$ cat config.mk
export PLATFORM = sky130hd
export DESIGN_NAME = haptic_adc_event_flags
export DESIGN_NICKNAME = d
export VERILOG_FILES = /design/src/design/haptic_flags_pkg.sv /design/src/design/haptic_adc_event_flags.sv /design/src/design/event_flag_bank.sv
export SDC_FILE = /design/constraint.sdc
export NUM_CORES = 1
export LEC_CHECK = 0
export CELL_PAD_IN_SITES_DETAIL_PLACEMENT = 1
export CELL_PAD_IN_SITES_GLOBAL_PLACEMENT = 1
export CORE_UTILIZATION = 43
export CTS_CLUSTER_SIZE = 10
export DETAILED_ROUTE_END_ITERATION = 7
export DONT_BUFFER_PORTS = 1
export PLACE_DENSITY = 0.81
export RECOVER_POWER = 25
export SLEW_MARGIN = 15
export SYNTH_ARGS = -nofsm -noshare
export SYNTH_HDL_FRONTEND = slang
export SYNTH_HIERARCHICAL = 1
export SYNTH_SLANG_ARGS = --single-unit
$ cat constraint.sdc
create_clock -name core_clk -period 2.08 [get_ports core_clk]
set_input_delay 0.624 -clock core_clk [delete_from_list [all_inputs] [get_ports core_clk]]
set_output_delay 0.624 -clock core_clk [all_outputs]
set_load 0.05 [all_outputs]
$ cat src/design/haptic_flags_pkg.sv
/*
 * Shared constants and carrier types for the haptic and converter event flag block.
 * Assumes one core clock domain; register accesses arrive already decoded from the
 * device's serial register interface as single-cycle read and write strobes.
 */
package haptic_flags_pkg;

    // Register offsets
    localparam logic [7:0] HAPTIC_STATUS_A_OFS = 8'h00;
    localparam logic [7:0] HAPTIC_STATUS_B_OFS = 8'h01;
    localparam logic [7:0] CONVERTER_STATUS_OFS = 8'h02;
    localparam logic [7:0] HAPTIC_EVENT_FLAGS_A_OFS = 8'h03;
    localparam logic [7:0] HAPTIC_EVENT_FLAGS_B_OFS = 8'h04;
    localparam logic [7:0] CONVERTER_EVENT_FLAGS_OFS = 8'h05;
    localparam logic [7:0] HAPTIC_MASK_A_OFS = 8'h06;
    localparam logic [7:0] HAPTIC_MASK_B_OFS = 8'h07;
    localparam logic [7:0] CONVERTER_MASK_OFS = 8'h08;

    // Field positions
    localparam int FAULT_STATUS_BIT = 0;
    localparam int CONVERTER_ACTIVE_BIT = 1;
    localparam int TUNING_DONE_BIT = 3;
    localparam int TIMEOUT_BIT = 2;
    localparam int UNDERVOLTAGE_BIT = 1;
    localparam int COMBINED_FAULT_BIT = 0;
    localparam int CONVERSION_DONE_BIT = 0;

    // Widths of the flag banks
    localparam int FLAGS_A_WIDTH = 8;
    localparam int FLAGS_B_WIDTH = 4;
    localparam int FLAGS_C_WIDTH = 2;

    // Values after reset
    localparam logic [7:0] MASK_A_RESET = 8'h00;
    localparam logic [3:0] MASK_B_RESET = 4'h0;
    localparam logic [1:0] MASK_C_RESET = 2'h0;
    localparam logic [7:0] READ_ZERO = 8'h00;

    // Level status bits watched in the first flag register, bit order as read
    typedef struct packed {
        logic supply_disable;
        logic pos_low_overcurrent;
        logic neg_low_overcurrent;
        logic pos_high_overcurrent;
        logic neg_high_overcurrent;
        logic thermal_status;
        logic clock_running_status;
        logic resonance_lock_status;
    } haptic_status_t;

    // One register access from the serial register interface
    typedef struct packed {
        logic rd;
        logic wr;
        logic [7:0] addr;
        logic [7:0] wdata;
    } reg_req_t;

endpackage

$ cat src/design/haptic_adc_event_flags.sv
/*
 * Event flag, mask and status logic of the haptic driver and converter monitor.
 * Assumes status inputs come from logic on core_clk and that register reads and
 * writes arrive as one-cycle strobes from the serial register interface.
 */
// Notes on behaviour
// Converter active status reads 1 only while enabled and converting.
// First flag bits 7..2 set when their fault status changes.
// First flag bit 1 sets on any change of clock-running status.
// First flag bit 0 sets on any change of resonance lock status.
// Second flag bit 2 sets on vibration timeout; driver then locked.
// Second flag bit 1 sets on supply undervoltage; driver then locked.
// Second flag bit 0 sets on any change of combined fault status.
// Third flag bit 1 follows converter activity changes; bit 0 end of conversion.
// Each flag has a mask bit; 1 passes it to the interrupt, 0 blocks.
// Combined fault status is 1 while any fault locks the driver.
// Flags stay set until software clears them by writing 1.
`timescale 1ns/1ps

module haptic_adc_event_flags (
    input wire logic core_clk,
    input wire logic reset,
    input haptic_flags_pkg::reg_req_t reg_req,
    output logic [7:0] reg_rdata,
    input haptic_flags_pkg::haptic_status_t haptic_status,
    input wire logic tuning_done,
    input wire logic timeout_expired,
    input wire logic supply_undervoltage,
    input wire logic fault_release,
    input wire logic converter_enable,
    input wire logic conversion_running,
    input wire logic conversion_done,
    output logic irq,
    output logic haptic_lock
);

    logic [7:0] mask_a_q;
    logic [7:0] mask_a_d;
    logic [3:0] mask_b_q;
    logic [3:0] mask_b_d;
    logic [1:0] mask_c_q;
    logic [1:0] mask_c_d;
    logic lock_latched_q;
    logic lock_latched_d;
    logic combined_fault_q;
    logic combined_fault_d;
    logic converter_active_q;
    logic converter_active_d;
    logic irq_q;
    logic irq_d;
    logic [7:0] rdata_q;
    logic [7:0] rdata_d;
    logic [7:0] flags_a;
    logic [3:0] flags_b;
    logic [1:0] flags_c;
    logic [7:0] clear_a;
    logic [3:0] clear_b;
    logic [1:0] clear_c;
    logic [3:0] pulse_b;
    logic [1:0] pulse_c;
    logic fault_levels;

    // Write-one-to-clear strobes for each flag register
    always_comb begin
        clear_a = '0;
        clear_b = '0;
        clear_c = '0;
        if (reg_req.wr && reg_req.addr == haptic_flags_pkg::HAPTIC_EVENT_FLAGS_A_OFS) begin
            clear_a = reg_req.wdata;
        end else if (reg_req.wr
                && reg_req.addr == haptic_flags_pkg::HAPTIC_EVENT_FLAGS_B_OFS) begin
            clear_b = reg_req.wdata[3:0];
        end else if (reg_req.wr
                && reg_req.addr == haptic_flags_pkg::CONVERTER_EVENT_FLAGS_OFS) begin
            clear_c = reg_req.wdata[1:0];
        end
    end

    // Event pulses for flags that are not change-driven
    always_comb begin
        pulse_b = '0;
        pulse_b[haptic_flags_pkg::TUNING_DONE_BIT] = tuning_done;
        pulse_b[haptic_flags_pkg::TIMEOUT_BIT] = timeout_expired;
        pulse_b[haptic_flags_pkg::UNDERVOLTAGE_BIT] = supply_undervoltage;
        pulse_c = '0;
        pulse_c[haptic_flags_pkg::CONVERSION_DONE_BIT] = conversion_done;
    end

    // First bank watches all level status bits on change
    event_flag_bank #(.WIDTH(haptic_flags_pkg::FLAGS_A_WIDTH)) bank_a (
        .core_clk(core_clk),
        .reset(reset),
        .watch(haptic_status), // see see
        .pulse('0),
        .clear(clear_a),
        .flags(flags_a)
    );

    // Second bank: combined fault changes plus pulsed tuning-done and fault events
    event_flag_bank #(.WIDTH(haptic_flags_pkg::FLAGS_B_WIDTH)) bank_b (
        .core_clk(core_clk),
        .reset(reset),
        .watch({3'h0, combined_fault_q}),
        .pulse(pulse_b),
        .clear(clear_b),
        .flags(flags_b)
    );

    // Third bank: converter activity changes and end of conversion
    event_flag_bank #(.WIDTH(haptic_flags_pkg::FLAGS_C_WIDTH)) bank_c (
        .core_clk(core_clk),
        .reset(reset),
        .watch({converter_active_q, 1'b0}),
        .pulse(pulse_c),
        .clear(clear_c),
        .flags(flags_c)
    );

    // Fault lock, combined fault status, converter activity and interrupt
    always_comb begin
        fault_levels = |haptic_status[7:2];
        lock_latched_d = lock_latched_q;
        if (timeout_expired || supply_undervoltage) begin
            lock_latched_d = 1'b1; // see
        end else if (fault_release) begin
            lock_latched_d = 1'b0;
        end
        combined_fault_d = lock_latched_d | fault_levels;
        converter_active_d = converter_enable & conversion_running;
        irq_d = |{flags_a & mask_a_q, flags_b & mask_b_q, flags_c & mask_c_q};
    end

    // Mask writes and registered read data
    always_comb begin
        mask_a_d = mask_a_q;
        mask_b_d = mask_b_q;
        mask_c_d = mask_c_q;
        if (reg_req.wr && reg_req.addr == haptic_flags_pkg::HAPTIC_MASK_A_OFS) begin
            mask_a_d = reg_req.wdata;
        end else if (reg_req.wr && reg_req.addr == haptic_flags_pkg::HAPTIC_MASK_B_OFS) begin
            mask_b_d = reg_req.wdata[3:0];
        end else if (reg_req.wr && reg_req.addr == haptic_flags_pkg::CONVERTER_MASK_OFS) begin
            mask_c_d = reg_req.wdata[1:0];
        end
        rdata_d = rdata_q;
        if (reg_req.rd) begin
            rdata_d = haptic_flags_pkg::READ_ZERO;
            if (reg_req.addr == haptic_flags_pkg::HAPTIC_STATUS_A_OFS) begin
                rdata_d = haptic_status;
            end else if (reg_req.addr == haptic_flags_pkg::HAPTIC_STATUS_B_OFS) begin
                rdata_d[haptic_flags_pkg::FAULT_STATUS_BIT] = combined_fault_q;
            end else if (reg_req.addr == haptic_flags_pkg::CONVERTER_STATUS_OFS) begin
                rdata_d[haptic_flags_pkg::CONVERTER_ACTIVE_BIT] = converter_active_q;
            end else if (reg_req.addr == haptic_flags_pkg::HAPTIC_EVENT_FLAGS_A_OFS) begin
                rdata_d = flags_a;
            end else if (reg_req.addr == haptic_flags_pkg::HAPTIC_EVENT_FLAGS_B_OFS) begin
                rdata_d[3:0] = flags_b;
            end else if (reg_req.addr == haptic_flags_pkg::CONVERTER_EVENT_FLAGS_OFS) begin
                rdata_d[1:0] = flags_c;
            end else if (reg_req.addr == haptic_flags_pkg::HAPTIC_MASK_A_OFS) begin
                rdata_d = mask_a_q;
            end else if (reg_req.addr == haptic_flags_pkg::HAPTIC_MASK_B_OFS) begin
                rdata_d[3:0] = mask_b_q;
            end else if (reg_req.addr == haptic_flags_pkg::CONVERTER_MASK_OFS) begin
                rdata_d[1:0] = mask_c_q;
            end
        end
    end

    // State registers
    always_ff @(posedge core_clk) begin
        if (reset) begin
            mask_a_q <= haptic_flags_pkg::MASK_A_RESET;
            mask_b_q <= haptic_flags_pkg::MASK_B_RESET;
            mask_c_q <= haptic_flags_pkg::MASK_C_RESET;
            lock_latched_q <= 1'b0;
            combined_fault_q <= 1'b0;
            converter_active_q <= 1'b0;
            irq_q <= 1'b0;
            rdata_q <= haptic_flags_pkg::READ_ZERO;
        end else begin
            mask_a_q <= mask_a_d;
            mask_b_q <= mask_b_d;
            mask_c_q <= mask_c_d;
            lock_latched_q <= lock_latched_d;
            combined_fault_q <= combined_fault_d;
            converter_active_q <= converter_active_d;
            irq_q <= irq_d;
            rdata_q <= rdata_d;
        end
    end

    assign reg_rdata = rdata_q;
    assign irq = irq_q;
    assign haptic_lock = combined_fault_q;
endmodule

$ cat src/design/event_flag_bank.sv
/*
 * A bank of sticky event flags: a flag sets on a change of its watched level or on a
 * pulse, and clears when software writes 1 to it. Set wins over a clear in the same cycle.
 * Assumes watch and pulse are on core_clk, so no synchronisers are needed.
 */
`timescale 1ns/1ps

module event_flag_bank #(
    parameter int WIDTH = 8
) (
    input wire logic core_clk,
    input wire logic reset,
    input wire logic [WIDTH-1:0] watch,
    input wire logic [WIDTH-1:0] pulse,
    input wire logic [WIDTH-1:0] clear,
    output logic [WIDTH-1:0] flags
);

    logic [WIDTH-1:0] prev_q;
    logic [WIDTH-1:0] prev_d;
    logic [WIDTH-1:0] flags_q;
    logic [WIDTH-1:0] flags_d;

    // Change detection and write-one-to-clear, set taking priority
    always_comb begin
        prev_d = watch;
        flags_d = (flags_q & ~clear) | (watch ^ prev_q) | pulse;
    end

    // Previous level is taken from the watched value during reset, so no spurious flag
    always_ff @(posedge core_clk) begin
        if (reset) begin
            prev_q <= watch;
            flags_q <= '0;
        end else begin
            prev_q <= prev_d;
            flags_q <= flags_d;
        end
    end

    assign flags = flags_q;

endmodule

## Word level (Yosys, flattened, before mapping)

Cells that the tools add are included.

- Register bits after elaboration: 50
- Bits of input ports: 35
- Output and inout port bits: 10

- Equality and inequality tests: 8
- Multiplexer cells: 24
- Bitwise operators: 21
- Reductions and logical operators: 12

Operator list:

| operator | number |
|---|---|
| equality test 8 x 3 -> 1 bit, second input constant | 4 |
| two-way mux 4 bit | 6 |
| two-way mux 8 bit | 3 |
| bitwise AND 8 bit | 2 |
| equality test 8 x 2 -> 1 bit, second input constant | 2 |
| two-way mux 2 bit | 7 |
| OR reduction 14 bit | 1 |
| two-way mux 6 bit | 2 |
| bitwise AND 4 bit | 2 |
| equality test 8 x 1 -> 1 bit, second input constant | 1 |
| equality test 8 x 4 -> 1 bit, second input constant | 1 |
| logical NOT 8 bit | 1 |
| inverter 8 bit | 1 |
| bitwise OR 4 bit | 2 |
| bitwise OR 8 bit | 1 |
| XOR 8 bit | 1 |
| two-way mux 7 bit | 1 |
| logical AND 1 bit | 6 |
| OR reduction 6 bit | 1 |
| two-way mux 1 bit | 5 |
| bitwise AND 2 bit | 2 |
| inverter 4 bit | 1 |
| AND reduction 3 bit | 1 |
| inverter 1 bit | 2 |
| other kinds (9) | 9 |

## Longest topological paths before layout

- Depth in word-level cells: 10
- Gate-level depth with buffers: 7

## Hierarchy

Netlist, hierarchy kept.

Modules (own cells, without submodules):

| module | instances | cells an instance | area each (um^2) |
|---|---|---|---|
| haptic_adc_event_flags | 1 | 175 | 1542.7 |
| event_flag_bank (bank_a) | 1 | 49 | 525.5 |
| event_flag_bank (bank_b) | 1 | 24 | 260.2 |
| event_flag_bank (bank_c) | 1 | 12 | 130.1 |

## Worst setup path after synthesis

Ideal clock, no wire load.

- Path type: input -> register
- From: in reg_req[13] (netlist name)
- To: reg bank_a.flags_q[2], in the netlist bank_a/flags[2]
- Setup time: 0.124 ns
- Arrival: 2.066 ns
- Data required time: 1.956 ns
- Path slack: -0.109 ns
- Cell stages on the path: 7
- Path buffers: 1
- Path through: or4_4 > buf_6 > nor3_4 > and3_1 > and2_1 > nand2b_1 > a31oi_1

- Word-level cells in the longest chain between the ends: 6

RTL lines:

| item | RTL line | RTL |
|---|---|---|
| from (decl) | haptic_adc_event_flags.sv:23 | `input haptic_flags_pkg::reg_req_t reg_req,` |
| equality test 8 x 2 -> 1 bit | haptic_adc_event_flags.sv:68 | `if (reg_req.wr && reg_req.addr == haptic_flags_pkg::HAPTIC_EVENT_FLAGS_A_OFS) begin` |
| logical AND 1 bit | haptic_adc_event_flags.sv:68 |  |
| two-way mux 8 bit | haptic_adc_event_flags.sv:68 |  |
| net clear_a[2] | haptic_adc_event_flags.sv:56 | `logic [7:0] clear_a;` |
| inverter 8 bit | event_flag_bank.sv:27 | `flags_d = (flags_q & ~clear) \| (watch ^ prev_q) \| pulse;` |
| bitwise AND 8 bit | event_flag_bank.sv:27 |  |
| bitwise OR 8 bit | event_flag_bank.sv:27 |  |
| to (signal assigned) | event_flag_bank.sv:37 | `flags_q <= flags_d;` |
| to (decl) | event_flag_bank.sv:21 | `logic [WIDTH-1:0] flags_q;` |

The timed path passes the listed nets, and every way through them passes these cells.
A chain may end at the register's enable or synchronous reset.

## Worst setup path after layout

- From: in reg_req[13] (netlist name)
- To: reg mask_b_q[1]

- Word-level cells in the longest chain between the ends: 4

RTL lines:

| item | RTL line | RTL |
|---|---|---|
| equality test 8 x 3 -> 1 bit | haptic_adc_event_flags.sv:138 | `if (reg_req.wr && reg_req.addr == haptic_flags_pkg::HAPTIC_MASK_A_OFS) begin` |
| logical AND 1 bit | haptic_adc_event_flags.sv:138 |  |
| inverter 1 bit (no source line) | -- |  |
| AND reduction 2 bit (no source line) (*) | -- |  |
| to (signal assigned) | haptic_adc_event_flags.sv:174 | `mask_b_q <= haptic_flags_pkg::MASK_B_RESET;` |
| to (signal assigned) | haptic_adc_event_flags.sv:183 | `mask_b_q <= mask_b_d;` |
| to (decl) | haptic_adc_event_flags.sv:39 | `logic [3:0] mask_b_q;` |

Every way passes the cells marked *; elsewhere a longest branch is shown, timed or not.

==> reports/results.txt <==
Outcome - complete, no violations
Synth unique cells - 44
Synth async-reset ratio - 0
Clk buf depth - 2
GRT overflow - 0
IO buf count - 0
Area of the multi-input gates - 1330 µm²
EDFF count, synth - 0
Initial Util - 0.446
Hold Path Origin - haptic_status[4]
Min Tclk post-route - 1.83 ns
Core Area - 5510 µm²
Slew Limit Fails - 0
WL final - 6600 µm
CTS buffer count - 5
Leakage - 1.05 nW
Fmax - 0.547 GHz
Hold Path Stages - 0
# resized after CTS - 0
Worst endpoint data arrival time - 2.03 ns
DRT antenna net count - 0
Worst Path Max Fanout - 6
Postcts setup bufs - 0
Critical Path Start - reg_req[13]
Power Dens Cells - 768 nW/µm²
Register area share after synthesis - 0.440
Skew-Pair Late Insertion Delay - 0.31 ns
TritonCTS clock tree - done
Rows - 27
FF-to-FF End - reg_rdata[0]
Die width - 77.6 µm
Crit path launch type - input port
Post-Synth XOR/XNOR Area - 0.0499
Largest net degree at the start of global routing - 42
First-pass GRT wire length - 10900 µm
Leading post-synthesis cells by cell area - dfxtp_1 (44%), mux2i_1 (6.9%), nand2b_1 (5.1%), xnor2_1 (5.0%), a31oi_1 (4.1%)
# diodes - 0
Largest stage delay, worst path - 0.59 ns
Vias in the first global route - 2133
DRC - 0
Final total power - 0.00213 W
Mux cell area share after synthesis - 0.0830
Main combinational cell family by area after synthesis - simple AND/OR/NAND/NOR gates
Top cell type's share of synthesized area - 0.440
Height of the die - 77.6 µm
Worst hold endpoint - bank_a/prev_q[4]
First-pass DRT Iterations - 4
RSZ-0062 raised after global routing - no
Hold Slack - 0.327 ns
Area leader, netlist - dfxtp_1
Required time worst endpoint - 2.28 ns
CTS Hold Buffers Added - 0
Setup-failing EPs final - 0
Top Ports - 45
Crit path cell chain - or4_4 > buf_4 > nor3_4 > mux2i_1 > nor2_1
Origin of the critical flop-to-flop path - haptic_lock
Mapped Cells - 260
Gpl congestion - 0.837
Initial antenna violation count - 0
Max VDD drop - 412 µV
Sink Count - 54
Sum of buffers and inverters on the critical path - 1
Crit. End Element - flop
Layout Skew - 0.00881 ns
Most common cell after layout, fill and taps aside - dfxtp_1
Area Growth Syn to Fin - 12.7%
Yosys reg bits - 54
Post-synthesis simple-gate area fraction - 0.210
R2r worst-path depth - 4
Final Hold Fails - 0
Fillers - 641
Post-Syn Area per Cell - 9.46 µm²
Post-synth top flop - dfxtp_1
Critical path type - in -> reg
Mapped Area - 2460 µm²
Routed vias - 2019
Most frequent cells in the layout - dfxtp_1 (54), nor2_1 (25), nand2b_1 (20)
DRT iter0 DRCs - 135
Hold WC Path Type - in -> reg
Slew of the pin with the lowest slew margin - 0.655 ns
# H-tree levels - 2
YS warnings - 6
Synth Area in Compound Gates - 0.169
Dpl hpwl - 4710 µm
Nets@finish - 314
Drt wl/cell - 18.8 µm
CP top delay family - simple AND/OR/NAND/NOR gates
Die footprint - 6020 µm²
CP max-delay cell - or4_4
Layout cells sized above 1 - 0.0929
GRT Total Usage - 0.235
Clock-pin slew on the worst setup and hold paths - 0.10 ns
Post-Synth Adder-Cell Area - 0
Period utilization - 0.880
Seq. cell area - 1080 µm²
Root Buffer - clkbuf_8
Via density - 5.74
Max-cap violations - 0
Setup slack on the worst flop-to-flop path - 0.71 ns
Slew HR - 0.563
[state kept, by name, summed over array words and instances, names as in the netlist, 2 cells and up]
name and cells:
mask_a_q 8, mask_b_q 4, bank_a/flags 8, bank_b/prev_q 4, mask_c_q 2, bank_c/flags 2, bank_b/flags 4, bank_a/prev_q 8
bank_c/prev_q 2, reg_rdata 8
[through the flow]
step | cells | worst slack [ns] | utilization | cell area (µm²) | setup TNS, ns
2_1_floorplan | 277 | -0.0830 | - | 2530 | -0.664
3_3_place_gp | 344 | 0.0123 | 0.478 | 2630 | 0
3_5_place_dp | 344 | -0.0278 | 0.478 | 2630 | -0.0619
4_1_cts | 352 | 0.239 | 0.504 | 2770 | 0
5_1_grt | 352 | 0.163 | 0.503 | 2770 | 0
6_report | 352 | 0.251 | 0.503 | 2770 | 0
[power breakdown]
part / switching [W] / internal [W] / total, W
sequential: 0.0000523 / 0.00108 / 0.00113
combinational: 0.0000632 / 0.0000723 / 0.000136
clock: 0.000349 / 0.000513 / 0.000862
[synthesized netlist by cell type (all sizes together), types with 3 or more instances]
library cell / number
nand2b: 20
a22o: 6
a31oi: 16
nor3: 5
xnor2: 14
nor2: 25
and2: 9
inv: 15
mux2: 3
nand3: 3
mux2i: 17
clkbuf: 10
a21oi: 5
and3: 7
dfxtp: 54
a211oi: 5
buf: 3
nand2: 5
a221oi: 4
a22oi: 7
[cell type report]
type,instances,area share
clock inverters,2,0.0217
inverters,15,0.0203
flip-flops and latches,54,0.390
multi-input cells,195,0.481
well taps,72,0.0325
repair buffers,8,0.0248
clock buffers,6,0.0298
[metal layers]
metal  track usage  vias up  share of wire
met5             0        -              0
met4        0.0774        0          0.018
met3        0.0588       11          0.070
met2         0.388       77           0.47
met1         0.297      989           0.44
li1              -      942              -
[worst max path at each step]
stage	endpoint	slack, ns	depth (start not counted)
after floorplan	bank_a/flags[2]	-0.08	7
after global placement	mask_b_q[2]	0.01	5
after detailed placement	bank_a/flags[7]	-0.03	6
after CTS	mask_b_q[1]	0.24	5
after global routing	mask_b_q[1]	0.16	5
final	mask_b_q[1]	0.25	5
[cells by family after synthesis]
| group | Yosys count |
|---|---|
| and+or+nand+nor | 87 |
| buffers and inverters | 28 |
| muxes | 20 |
| DFF | 54 |
| xor gates and xnor gates | 14 |
| AOI/OAI and AO/OA | 56 |
| other | 1 |
(Power assumes the default switching activity.)
